### src/hw/dmcsa_defs.vh
// constants for the data memory cycle-steal arbiter
// assumes one 100 MHz clock; the machine cycle is a divided enable
`ifndef DMCSA_DEFS_VH
`define DMCSA_DEFS_VH

// timing
`define DMCSA_CLK_NS        10
`define DMCSA_MCYC_NS       160
`define DMCSA_MCYC_CLKS     (`DMCSA_MCYC_NS / `DMCSA_CLK_NS)
`define DMCSA_DIV_W         4
`define DMCSA_DIV_LAST      4'hf

// widths
`define DMCSA_DW            24
`define DMCSA_AW            16
`define DMCSA_FIFO_DEPTH    8
`define DMCSA_FIFO_AW       3

// bus owner codes
`define DMCSA_OWN_PIPE      2'h0
`define DMCSA_OWN_HOST      2'h1
`define DMCSA_OWN_CP        2'h2
`define DMCSA_OWN_AUX       2'h3

// aux transfer states
`define DMCSA_AUX_IDLE      2'h0
`define DMCSA_AUX_SETUP     2'h1
`define DMCSA_AUX_REQ       2'h2

// aux extra waits, control processor access length
`define DMCSA_AUX_MAXW      2'h2
`define DMCSA_CP_CYCLES     2'h2
`define DMCSA_ONE2          2'h1
`define DMCSA_ZERO2         2'h0
`define DMCSA_ONE16         16'h0001
`define DMCSA_ZERO16        16'h0000

`endif

### src/hw/dmcsa_arbiter.v
// data memory bus arbiter with cycle stealing for host and aux I/O
// assumes all requesters are logic on mclk_i and hold requests until granted
`timescale 1ns/1ps
`include "dmcsa_defs.vh"
module dmcsa_arbiter (
  // clock and reset
  input  wire                  mclk_i,
  input  wire                  rst_b_i,
  // aux input port stream
  input  wire [`DMCSA_DW-1:0]  aux_data_i,
  input  wire                  aux_valid_i,
  output wire                  aux_ready_o,
  // I/O transfer setup
  input  wire                  io_start_i,
  input  wire [`DMCSA_AW-1:0]  io_base_i,
  input  wire [`DMCSA_AW-1:0]  io_throttle_i,
  output reg                   io_enable_o,
  output reg                   io_done_o,
  // host output transfers
  input  wire                  host_rd_req_i,
  input  wire [`DMCSA_AW-1:0]  host_addr_i,
  output reg                   host_rd_gnt_o,
  // control processor accesses from the service routine
  input  wire                  cp_dm_req_i,
  input  wire                  cp_we_i,
  input  wire [`DMCSA_AW-1:0]  cp_addr_i,
  input  wire [`DMCSA_DW-1:0]  cp_wdata_i,
  output reg                   cp_dm_gnt_o,
  // pipeline and its command buffer
  input  wire                  cab_empty_i,
  input  wire                  pipe_we_i,
  input  wire [`DMCSA_AW-1:0]  pipe_addr_i,
  input  wire [`DMCSA_DW-1:0]  pipe_wdata_i,
  output reg                   pipe_step_o,
  output reg                   pipe_stall_o,
  output reg  [`DMCSA_AW-1:0]  pipe_op_o,
  // data memory port
  output reg                   dm_en_o,
  output reg                   dm_we_o,
  output reg  [`DMCSA_AW-1:0]  dm_addr_o,
  output reg  [`DMCSA_DW-1:0]  dm_wdata_o,
  output reg  [1:0]            dm_owner_o
);

  // machine cycle divider
  reg  [`DMCSA_DIV_W-1:0] div_q;       // clock count within machine cycle
  wire                    mcyc_en;     // last clock of a machine cycle

  // aux transfer engine
  reg  [1:0]              aux_st_q;    // aux state
  reg  [1:0]              aux_wait_q;  // extra cycles waited for the bus
  reg  [`DMCSA_AW-1:0]    io_addr_q;   // next aux destination
  reg  [`DMCSA_AW-1:0]    thr_q;       // throttle count, counts up to zero
  wire [`DMCSA_DW-1:0]    fifo_data;   // registered head word
  wire                    fifo_valid;  // a word waits
  wire                    fifo_pop;    // take a word

  // control processor two-cycle access
  reg                     cp_hold_q;   // second stolen cycle pending
  reg                     cp_we_q;     // latched access
  reg  [`DMCSA_AW-1:0]    cp_addr_q;
  reg  [`DMCSA_DW-1:0]    cp_wdata_q;

  // owner decision
  reg  [1:0]              own_d;
  reg                     use_d;       // someone uses the bus
  wire                    aux_want;
  wire                    aux_force;
  wire                    aux_near;    // aux has already lost one cycle
  wire                    io_xfer;     // counted I/O transfer this cycle
  wire [`DMCSA_AW-1:0]    thr_inc;

  // divider: one enable every machine cycle
  assign mcyc_en = (div_q == `DMCSA_DIV_LAST);
  always @(posedge mclk_i) begin
    if (!rst_b_i) begin
      div_q <= {`DMCSA_DIV_W{1'b0}};
    end else begin
      div_q <= div_q + 1'b1;  // wraps at sixteen clocks
    end
  end

  // aux words queue here; a full queue pushes back on the source
  dmcsa_fifo #(
    .WIDTH (`DMCSA_DW),
    .DEPTH (`DMCSA_FIFO_DEPTH),
    .AW    (`DMCSA_FIFO_AW)
  ) u_fifo (
    .mclk_i     (mclk_i),
    .rst_b_i    (rst_b_i),
    .wr_data_i  (aux_data_i),
    .wr_valid_i (aux_valid_i),
    .wr_ready_o (aux_ready_o),
    .rd_data_o  (fifo_data),
    .rd_valid_o (fifo_valid),
    .rd_ready_i (fifo_pop)
  );

  // fetch a word only while I/O is enabled and the engine is free
  assign fifo_pop  = mcyc_en && io_enable_o && (aux_st_q == `DMCSA_AUX_IDLE);
  assign aux_want  = (aux_st_q == `DMCSA_AUX_REQ);
  // after two lost cycles the aux write overrides other users
  assign aux_force = aux_want && (aux_wait_q == `DMCSA_AUX_MAXW);
  // a cp access started now would hold the bus through the forced slot
  assign aux_near  = aux_want && (aux_wait_q == `DMCSA_ONE2);

  // bus owner for this machine cycle
  always @* begin
    own_d = `DMCSA_OWN_PIPE;
    use_d = 1'b1;
    if (cp_hold_q) begin
      own_d = `DMCSA_OWN_CP;    // second half of a cp access
    end else if (aux_force) begin
      own_d = `DMCSA_OWN_AUX;   // bounded wait
    end else if (host_rd_req_i) begin
      own_d = `DMCSA_OWN_HOST;  // host first
    end else if (cp_dm_req_i && !aux_near) begin  // cp deferred so aux waits two at most
      own_d = `DMCSA_OWN_CP;    // control processor second
    end else if (aux_want) begin
      own_d = `DMCSA_OWN_AUX;   // aux only when bus is free
    end else if (cab_empty_i) begin
      use_d = 1'b0;             // nothing queued, pipeline idles
    end
  end

  // an I/O transfer is any host read or aux write while enabled
  assign io_xfer = mcyc_en && io_enable_o &&
                   ((own_d == `DMCSA_OWN_HOST) || (own_d == `DMCSA_OWN_AUX));
  assign thr_inc = thr_q + `DMCSA_ONE16;

  // aux transfer: fetch, set up, write; three cycles when not held off
  always @(posedge mclk_i) begin
    if (!rst_b_i) begin
      aux_st_q   <= `DMCSA_AUX_IDLE;
      aux_wait_q <= `DMCSA_ZERO2;
    end else if (mcyc_en) begin
      case (aux_st_q)
        `DMCSA_AUX_IDLE: begin
          if (fifo_valid && io_enable_o) begin
            aux_st_q <= `DMCSA_AUX_SETUP;  // word fetched
          end
        end
        `DMCSA_AUX_SETUP: begin
          aux_st_q   <= `DMCSA_AUX_REQ;
          aux_wait_q <= `DMCSA_ZERO2;
        end
        `DMCSA_AUX_REQ: begin
          if (own_d == `DMCSA_OWN_AUX) begin
            aux_st_q <= `DMCSA_AUX_IDLE;   // written, one stolen cycle
          end else begin
            aux_wait_q <= aux_wait_q + `DMCSA_ONE2;  // held off
          end
        end
        default: begin
          aux_st_q <= `DMCSA_AUX_IDLE;
        end
      endcase
    end
  end

  // I/O enable, destination address and throttle
  always @(posedge mclk_i) begin
    if (!rst_b_i) begin
      io_enable_o <= 1'b0;
      io_done_o   <= 1'b0;
      io_addr_q   <= `DMCSA_ZERO16;
      thr_q       <= `DMCSA_ZERO16;
    end else begin
      io_done_o <= 1'b0;
      if (io_start_i) begin
        // count loads negated so it ends at zero
        io_enable_o <= (io_throttle_i != `DMCSA_ZERO16);
        io_addr_q   <= io_base_i;
        thr_q       <= `DMCSA_ZERO16 - io_throttle_i;
      end else if (io_xfer) begin
        thr_q <= thr_inc;
        if (own_d == `DMCSA_OWN_AUX) begin
          io_addr_q <= io_addr_q + `DMCSA_ONE16;
        end
        if (thr_inc == `DMCSA_ZERO16) begin
          io_enable_o <= 1'b0;  // stop I/O and interrupt
          io_done_o   <= 1'b1;
        end
      end
    end
  end

  // control processor access holds the bus for two machine cycles
  always @(posedge mclk_i) begin
    if (!rst_b_i) begin
      cp_hold_q  <= 1'b0;
      cp_we_q    <= 1'b0;
      cp_addr_q  <= `DMCSA_ZERO16;
      cp_wdata_q <= {`DMCSA_DW{1'b0}};
    end else if (mcyc_en) begin
      if (cp_hold_q) begin
        cp_hold_q <= 1'b0;  // second cycle done
      end else if (own_d == `DMCSA_OWN_CP) begin
        cp_hold_q  <= 1'b1;  // first of two cycles
        cp_we_q    <= cp_we_i;
        cp_addr_q  <= cp_addr_i;
        cp_wdata_q <= cp_wdata_i;
      end
    end
  end

  // memory port and pipeline step, registered at each machine cycle
  always @(posedge mclk_i) begin
    if (!rst_b_i) begin
      dm_en_o       <= 1'b0;
      dm_we_o       <= 1'b0;
      dm_addr_o     <= `DMCSA_ZERO16;
      dm_wdata_o    <= {`DMCSA_DW{1'b0}};
      dm_owner_o    <= `DMCSA_OWN_PIPE;
      host_rd_gnt_o <= 1'b0;
      cp_dm_gnt_o   <= 1'b0;
      pipe_step_o   <= 1'b0;
      pipe_stall_o  <= 1'b0;
      pipe_op_o     <= `DMCSA_ZERO16;
    end else begin
      // grants and step last one clock
      host_rd_gnt_o <= 1'b0;
      cp_dm_gnt_o   <= 1'b0;
      pipe_step_o   <= 1'b0;
      if (mcyc_en) begin
        dm_en_o    <= use_d;
        dm_owner_o <= own_d;
        case (own_d)
          `DMCSA_OWN_HOST: begin
            dm_we_o       <= 1'b0;          // read out to host
            dm_addr_o     <= host_addr_i;
            host_rd_gnt_o <= 1'b1;
          end
          `DMCSA_OWN_CP: begin
            // the first cycle only reserves the bus; the access lands on the second
            dm_we_o     <= cp_hold_q && cp_we_q;
            dm_addr_o   <= cp_hold_q ? cp_addr_q : cp_addr_i;
            dm_wdata_o  <= cp_wdata_q;
            cp_dm_gnt_o <= cp_hold_q;
          end
          `DMCSA_OWN_AUX: begin
            dm_we_o    <= 1'b1;             // aux word into memory
            dm_addr_o  <= io_addr_q;
            dm_wdata_o <= fifo_data;
          end
          default: begin
            dm_we_o    <= use_d && pipe_we_i;
            dm_addr_o  <= pipe_addr_i;
            dm_wdata_o <= pipe_wdata_i;
          end
        endcase
        // pipeline runs whenever it owns the bus and has commands
        if ((own_d == `DMCSA_OWN_PIPE) && use_d) begin
          pipe_step_o  <= 1'b1;
          pipe_stall_o <= 1'b0;
          pipe_op_o    <= pipe_op_o + `DMCSA_ONE16;  // only advances on a real step
        end else begin
          pipe_stall_o <= 1'b1;  // stolen or starved, op index kept
        end
      end
    end
  end
endmodule // dmcsa_arbiter

### src/hw/dmcsa_fifo.v
// small synchronous fifo for aux input words
// assumes writer and reader on the same clock; read data is registered
`timescale 1ns/1ps
module dmcsa_fifo #(
  parameter WIDTH = 24,
  parameter DEPTH = 8,
  parameter AW    = 3
) (
  // clock and reset
  input  wire             mclk_i,
  input  wire             rst_b_i,
  // fill side
  input  wire [WIDTH-1:0] wr_data_i,
  input  wire             wr_valid_i,
  output wire             wr_ready_o,
  // drain side
  output reg  [WIDTH-1:0] rd_data_o,
  output wire             rd_valid_o,
  input  wire             rd_ready_i
);
  reg [WIDTH-1:0] mem_q [0:DEPTH-1];  // storage
  reg [AW:0]      wptr_q;             // write pointer, extra wrap bit
  reg [AW:0]      rptr_q;             // read pointer, extra wrap bit
  wire            full;
  wire            empty;
  wire            push;
  wire            pop;

  // wrap bit differs and index equal means full
  assign full       = (wptr_q[AW] != rptr_q[AW]) && (wptr_q[AW-1:0] == rptr_q[AW-1:0]);
  assign empty      = (wptr_q == rptr_q);
  assign wr_ready_o = !full;
  assign rd_valid_o = !empty;
  assign push       = wr_valid_i && !full;
  assign pop        = rd_ready_i && !empty;

  // pointers; data of a pop appears on rd_data_o one clock later
  always @(posedge mclk_i) begin
    if (!rst_b_i) begin
      wptr_q    <= {(AW+1){1'b0}};
      rptr_q    <= {(AW+1){1'b0}};
      rd_data_o <= {WIDTH{1'b0}};
    end else begin
      if (push) begin
        mem_q[wptr_q[AW-1:0]] <= wr_data_i;
        wptr_q                <= wptr_q + 1'b1;
      end
      if (pop) begin
        rd_data_o <= mem_q[rptr_q[AW-1:0]];
        rptr_q    <= rptr_q + 1'b1;
      end
    end
  end
endmodule // dmcsa_fifo

### config.mk
export PLATFORM = sky130hd
export DESIGN_NAME = dmcsa_arbiter
export DESIGN_NICKNAME = d
export VERILOG_FILES = /design/src/hw/dmcsa_arbiter.v /design/src/hw/dmcsa_fifo.v
export VERILOG_INCLUDE_DIRS = /design/src /design/src/hw
export SDC_FILE = /design/constraint.sdc
export NUM_CORES = 1
export LEC_CHECK = 0
export BUFFER_PORTS_ARGS = -buffer_cell sky130_fd_sc_hd__buf_2
export CAP_MARGIN = 30
export CORE_MARGIN = 2
export CORE_UTILIZATION = 35
export DETAILED_ROUTE_END_ITERATION = 7
export GPL_TIMING_DRIVEN = 1
export SLEW_MARGIN = 5
export SYNTH_ARGS = -nofsm -noshare
export SYNTH_HDL_FRONTEND = slang
export SYNTH_SLANG_ARGS = --single-unit
### constraint.sdc
create_clock -name mclk_i -period 5.7 [get_ports mclk_i]
set_input_delay 1.71 -clock mclk_i [delete_from_list [all_inputs] [get_ports mclk_i]]
set_output_delay 1.71 -clock mclk_i [all_outputs]
set_load 0.01 [all_outputs]
==> run metrics <==
count of state elements after synthesis 372; Pwr Density 300 nW/µm²; placer's final routability congestion estimate 0.834; DRC violation count after routing 0; DP Worst Slack 1.54 ns; final critical-path setup slack 2.18 ns; worst voltage drop across the vdd grid 0.224 mV; slowest stage cell on the critical path sky130_fd_sc_hd__or4_1; worst hold-check slack 0.455 ns; number of standard cells in the final layout excluding fillers 2,218; most instantiated flip-flop cell in the synthesis netlist sky130_fd_sc_hd__edfxtp_1; Net Count, Synth 1,547; WL/cell 20.2 µm; number of distinct standard cells referenced by the synthesized netlist 55; buffers inserted by post-CTS timing repair 0; Post-synth top cells sky130_fd_sc_hd__edfxtp_1 (192), sky130_fd_sc_hd__dfxtp_1 (180), sky130_fd_sc_hd__nor2_1 (135), sky130_fd_sc_hd__nand2_1 (82), sky130_fd_sc_hd__clkbuf_1 (81); number of buffers added by the clock tree synthesis step 41; share of final-layout standard cells stronger than drive strength 1 0.254; FFs w/ async S/R, synth 0; overall routing resource usage 0.182; Cells after DPL 2,132; number of buffers inserted by hold repair at cts 0; sequential fraction of the synthesis area 0.576; Setup TNS Final 0 ns; cell chosen for the clock root sky130_fd_sc_hd__clkbuf_16; clock transition at the register clock pins on the worst setup and hold paths after CTS 0.06 ns; headroom to the max-slew limit 0.315; initial core utilization 0.357; measured slew at the worst slew-check pin 1.02 ns; wire length of the first global-routing pass 67,200 µm; overall via count from detail_route 11,900; Num Clock Sinks 372; outcome finished, final reports clean; CTS tree yes; DRC violation total after the first TritonRoute iteration 947; yosys synthesis warning count 0; via count of the first global-routing pass 11,600; iteration count of the initial detailed-routing pass 5; maximum fanout along the worst path 8; final number of setup-violating endpoints 0; post-synthesis cell count 1,376; WP data arrival 4.03 ns; Layout Cell Area excl Fill 19,500 µm²; final net count 1,749; setup repair after global routing missed its margin false; max incr delay on CP 0.67 ns; number of levels in the clock H-tree 2; most frequent cell on the critical path sky130_fd_sc_hd__or4_1; Avg Vias per Cell 5.39; final hold viol count 0; Resized Gates After CTS 0; Post-synth EDFFs 192; final global-route overflow total 0; Setup Skew 0.0255 ns; synth top area cells sky130_fd_sc_hd__edfxtp_1 (35%), sky130_fd_sc_hd__dfxtp_1 (22%), sky130_fd_sc_hd__mux4_2 (6.7%), sky130_fd_sc_hd__mux2i_1 (4.6%), sky130_fd_sc_hd__nor2_1 (3.1%); Total Power Consumption 5.85 mW; chain of cells forming the critical path buf_2 -> or3b_1 -> a211o_1 -> or4_1 -> or4_1 -> a21oi_1; clock buffer depth 3; Max-Cap Viols 0; Netlist Area Pre-Place 16,300 µm²; number of max-slew violations in the final report 0; Worst setup SP type input pin; period utilisation layout 0.618; Top Ports 228; shortest period the worst path allows 3.52 ns; die area 48,200 µm²; relative area change from synthesis to final layout 19.9%; detailed-route wire length 44,700 µm; Core Box Area 45,600 µm²; Die X-Extent 219 µm; Max Freq 284 MHz; required time of the critical path 6.20 ns; path type of the worst setup path in2reg; synthesized area per cell 11.8 µm²; cell area after placement 18,100 µm²; leading cell type by number of instances after synthesis sky130_fd_sc_hd__edfxtp_1; number of antenna violations at the first check in global routing 11; top-area cell type share of the netlist area 0.355; most area-hungry cell type in the Yosys netlist sky130_fd_sc_hd__edfxtp_1; antenna-violating nets left 0; half-perimeter wire length after placement 30,300 µm; end-of-flow core utilization 0.428; Worst Setup End Kind flip-flop; die boundary height 219 µm; leakage component of the power 6.78 nW; kind of path behind the tightest hold check reg2reg; input/output buffers 227; pin count of the biggest net entering global routing 70; insertion delay to the later sink of the worst-skew pair 0.58 ns; Placement Rows 78
cell families (layout without fill, tap and decap cells):
family	count (synthesis)	count (layout)	share of synthesized area
AOI/OAI and AO/OA	282	282	0.114
xor gates and xnor gates	54	54	0.0291
adders and majority gates	10	10	0.00770
buffers and inverters	113	346	0.0266
DFF	372	372	0.576
muxes	139	139	0.124
other	0	9	0
and+or+nand+nor	406	406	0.122
area by class of cell:
type | instances | area (µm²)
multi-input combinational | 891 | 6520
antenna | 9 | 22.5
tap | 600 | 751
timing repair buffer | 259 | 1420
clock inverter | 18 | 205
sequential | 372 | 9380
clock buffer | 56 | 1150
fill | 4253 | 26100
inverter | 13 | 50.0
layout by cell type, fill, tap and decap left out, drive strengths merged, types with 15 or more instances in the layout:
master  instances
nand3          28
a211oi         56
nand4          25
nor4           20
nand2          82
nor2          135
and2           31
mux2i          75
a31oi          39
edfxtp        192
mux2           16
o21a           26
mux4           48
clkbuf         56
buf           259
a21oi          34
dfxtp         180
o21ai          74
xnor2          29
inv            15
xor2           25
and3           23
flip-flops by register name (all words and copies together) (netlist names), 16 cells and up:
register and count:
u_fifo.rd_data_o 24, pipe_op_o 16, cp_addr_q 16, u_fifo.mem_q 192, io_addr_q 16, cp_wdata_q 24
dm_wdata_o 24, thr_q 16, dm_addr_o 16
layer usage:
layer	routed length, µm	track usage
met4	1300	0.0664
met1	19100	0.238
met5	180	0.0188
met2	20700	0.293
met3	3480	0.0433
final timing paths:
kind                    start                  to  slack, ns  depth (start not counted)
max               cp_dm_req_i       pipe_op_o[15]       2.18                          6
min reg2reg      dm_addr_o[9]        dm_addr_o[9]       0.46                          2
min              dm_addr_o[9]        dm_addr_o[9]       0.46                          2
max reg2reg  u_fifo.rptr_q[0]  u_fifo.mem_q[5][0]       2.70                          5
power by group:
| group | internal, mW | total [mW] | leakage (nW) | switching (mW) |
|---|---|---|---|---|
| logic | 0.123 | 0.307 | 2.92 | 0.184 |
| clock network | 1.53 | 2.65 | 0.667 | 1.12 |
| registers | 2.85 | 2.89 | 3.20 | 0.0351 |
worst max-delay path, delay by kind of cell:
kind            cells  cell delay [ns]
simple gates        3             1.65
compound gates      2             0.55
buf+inv             1             0.11
Power figures use the tool's default switching activity.
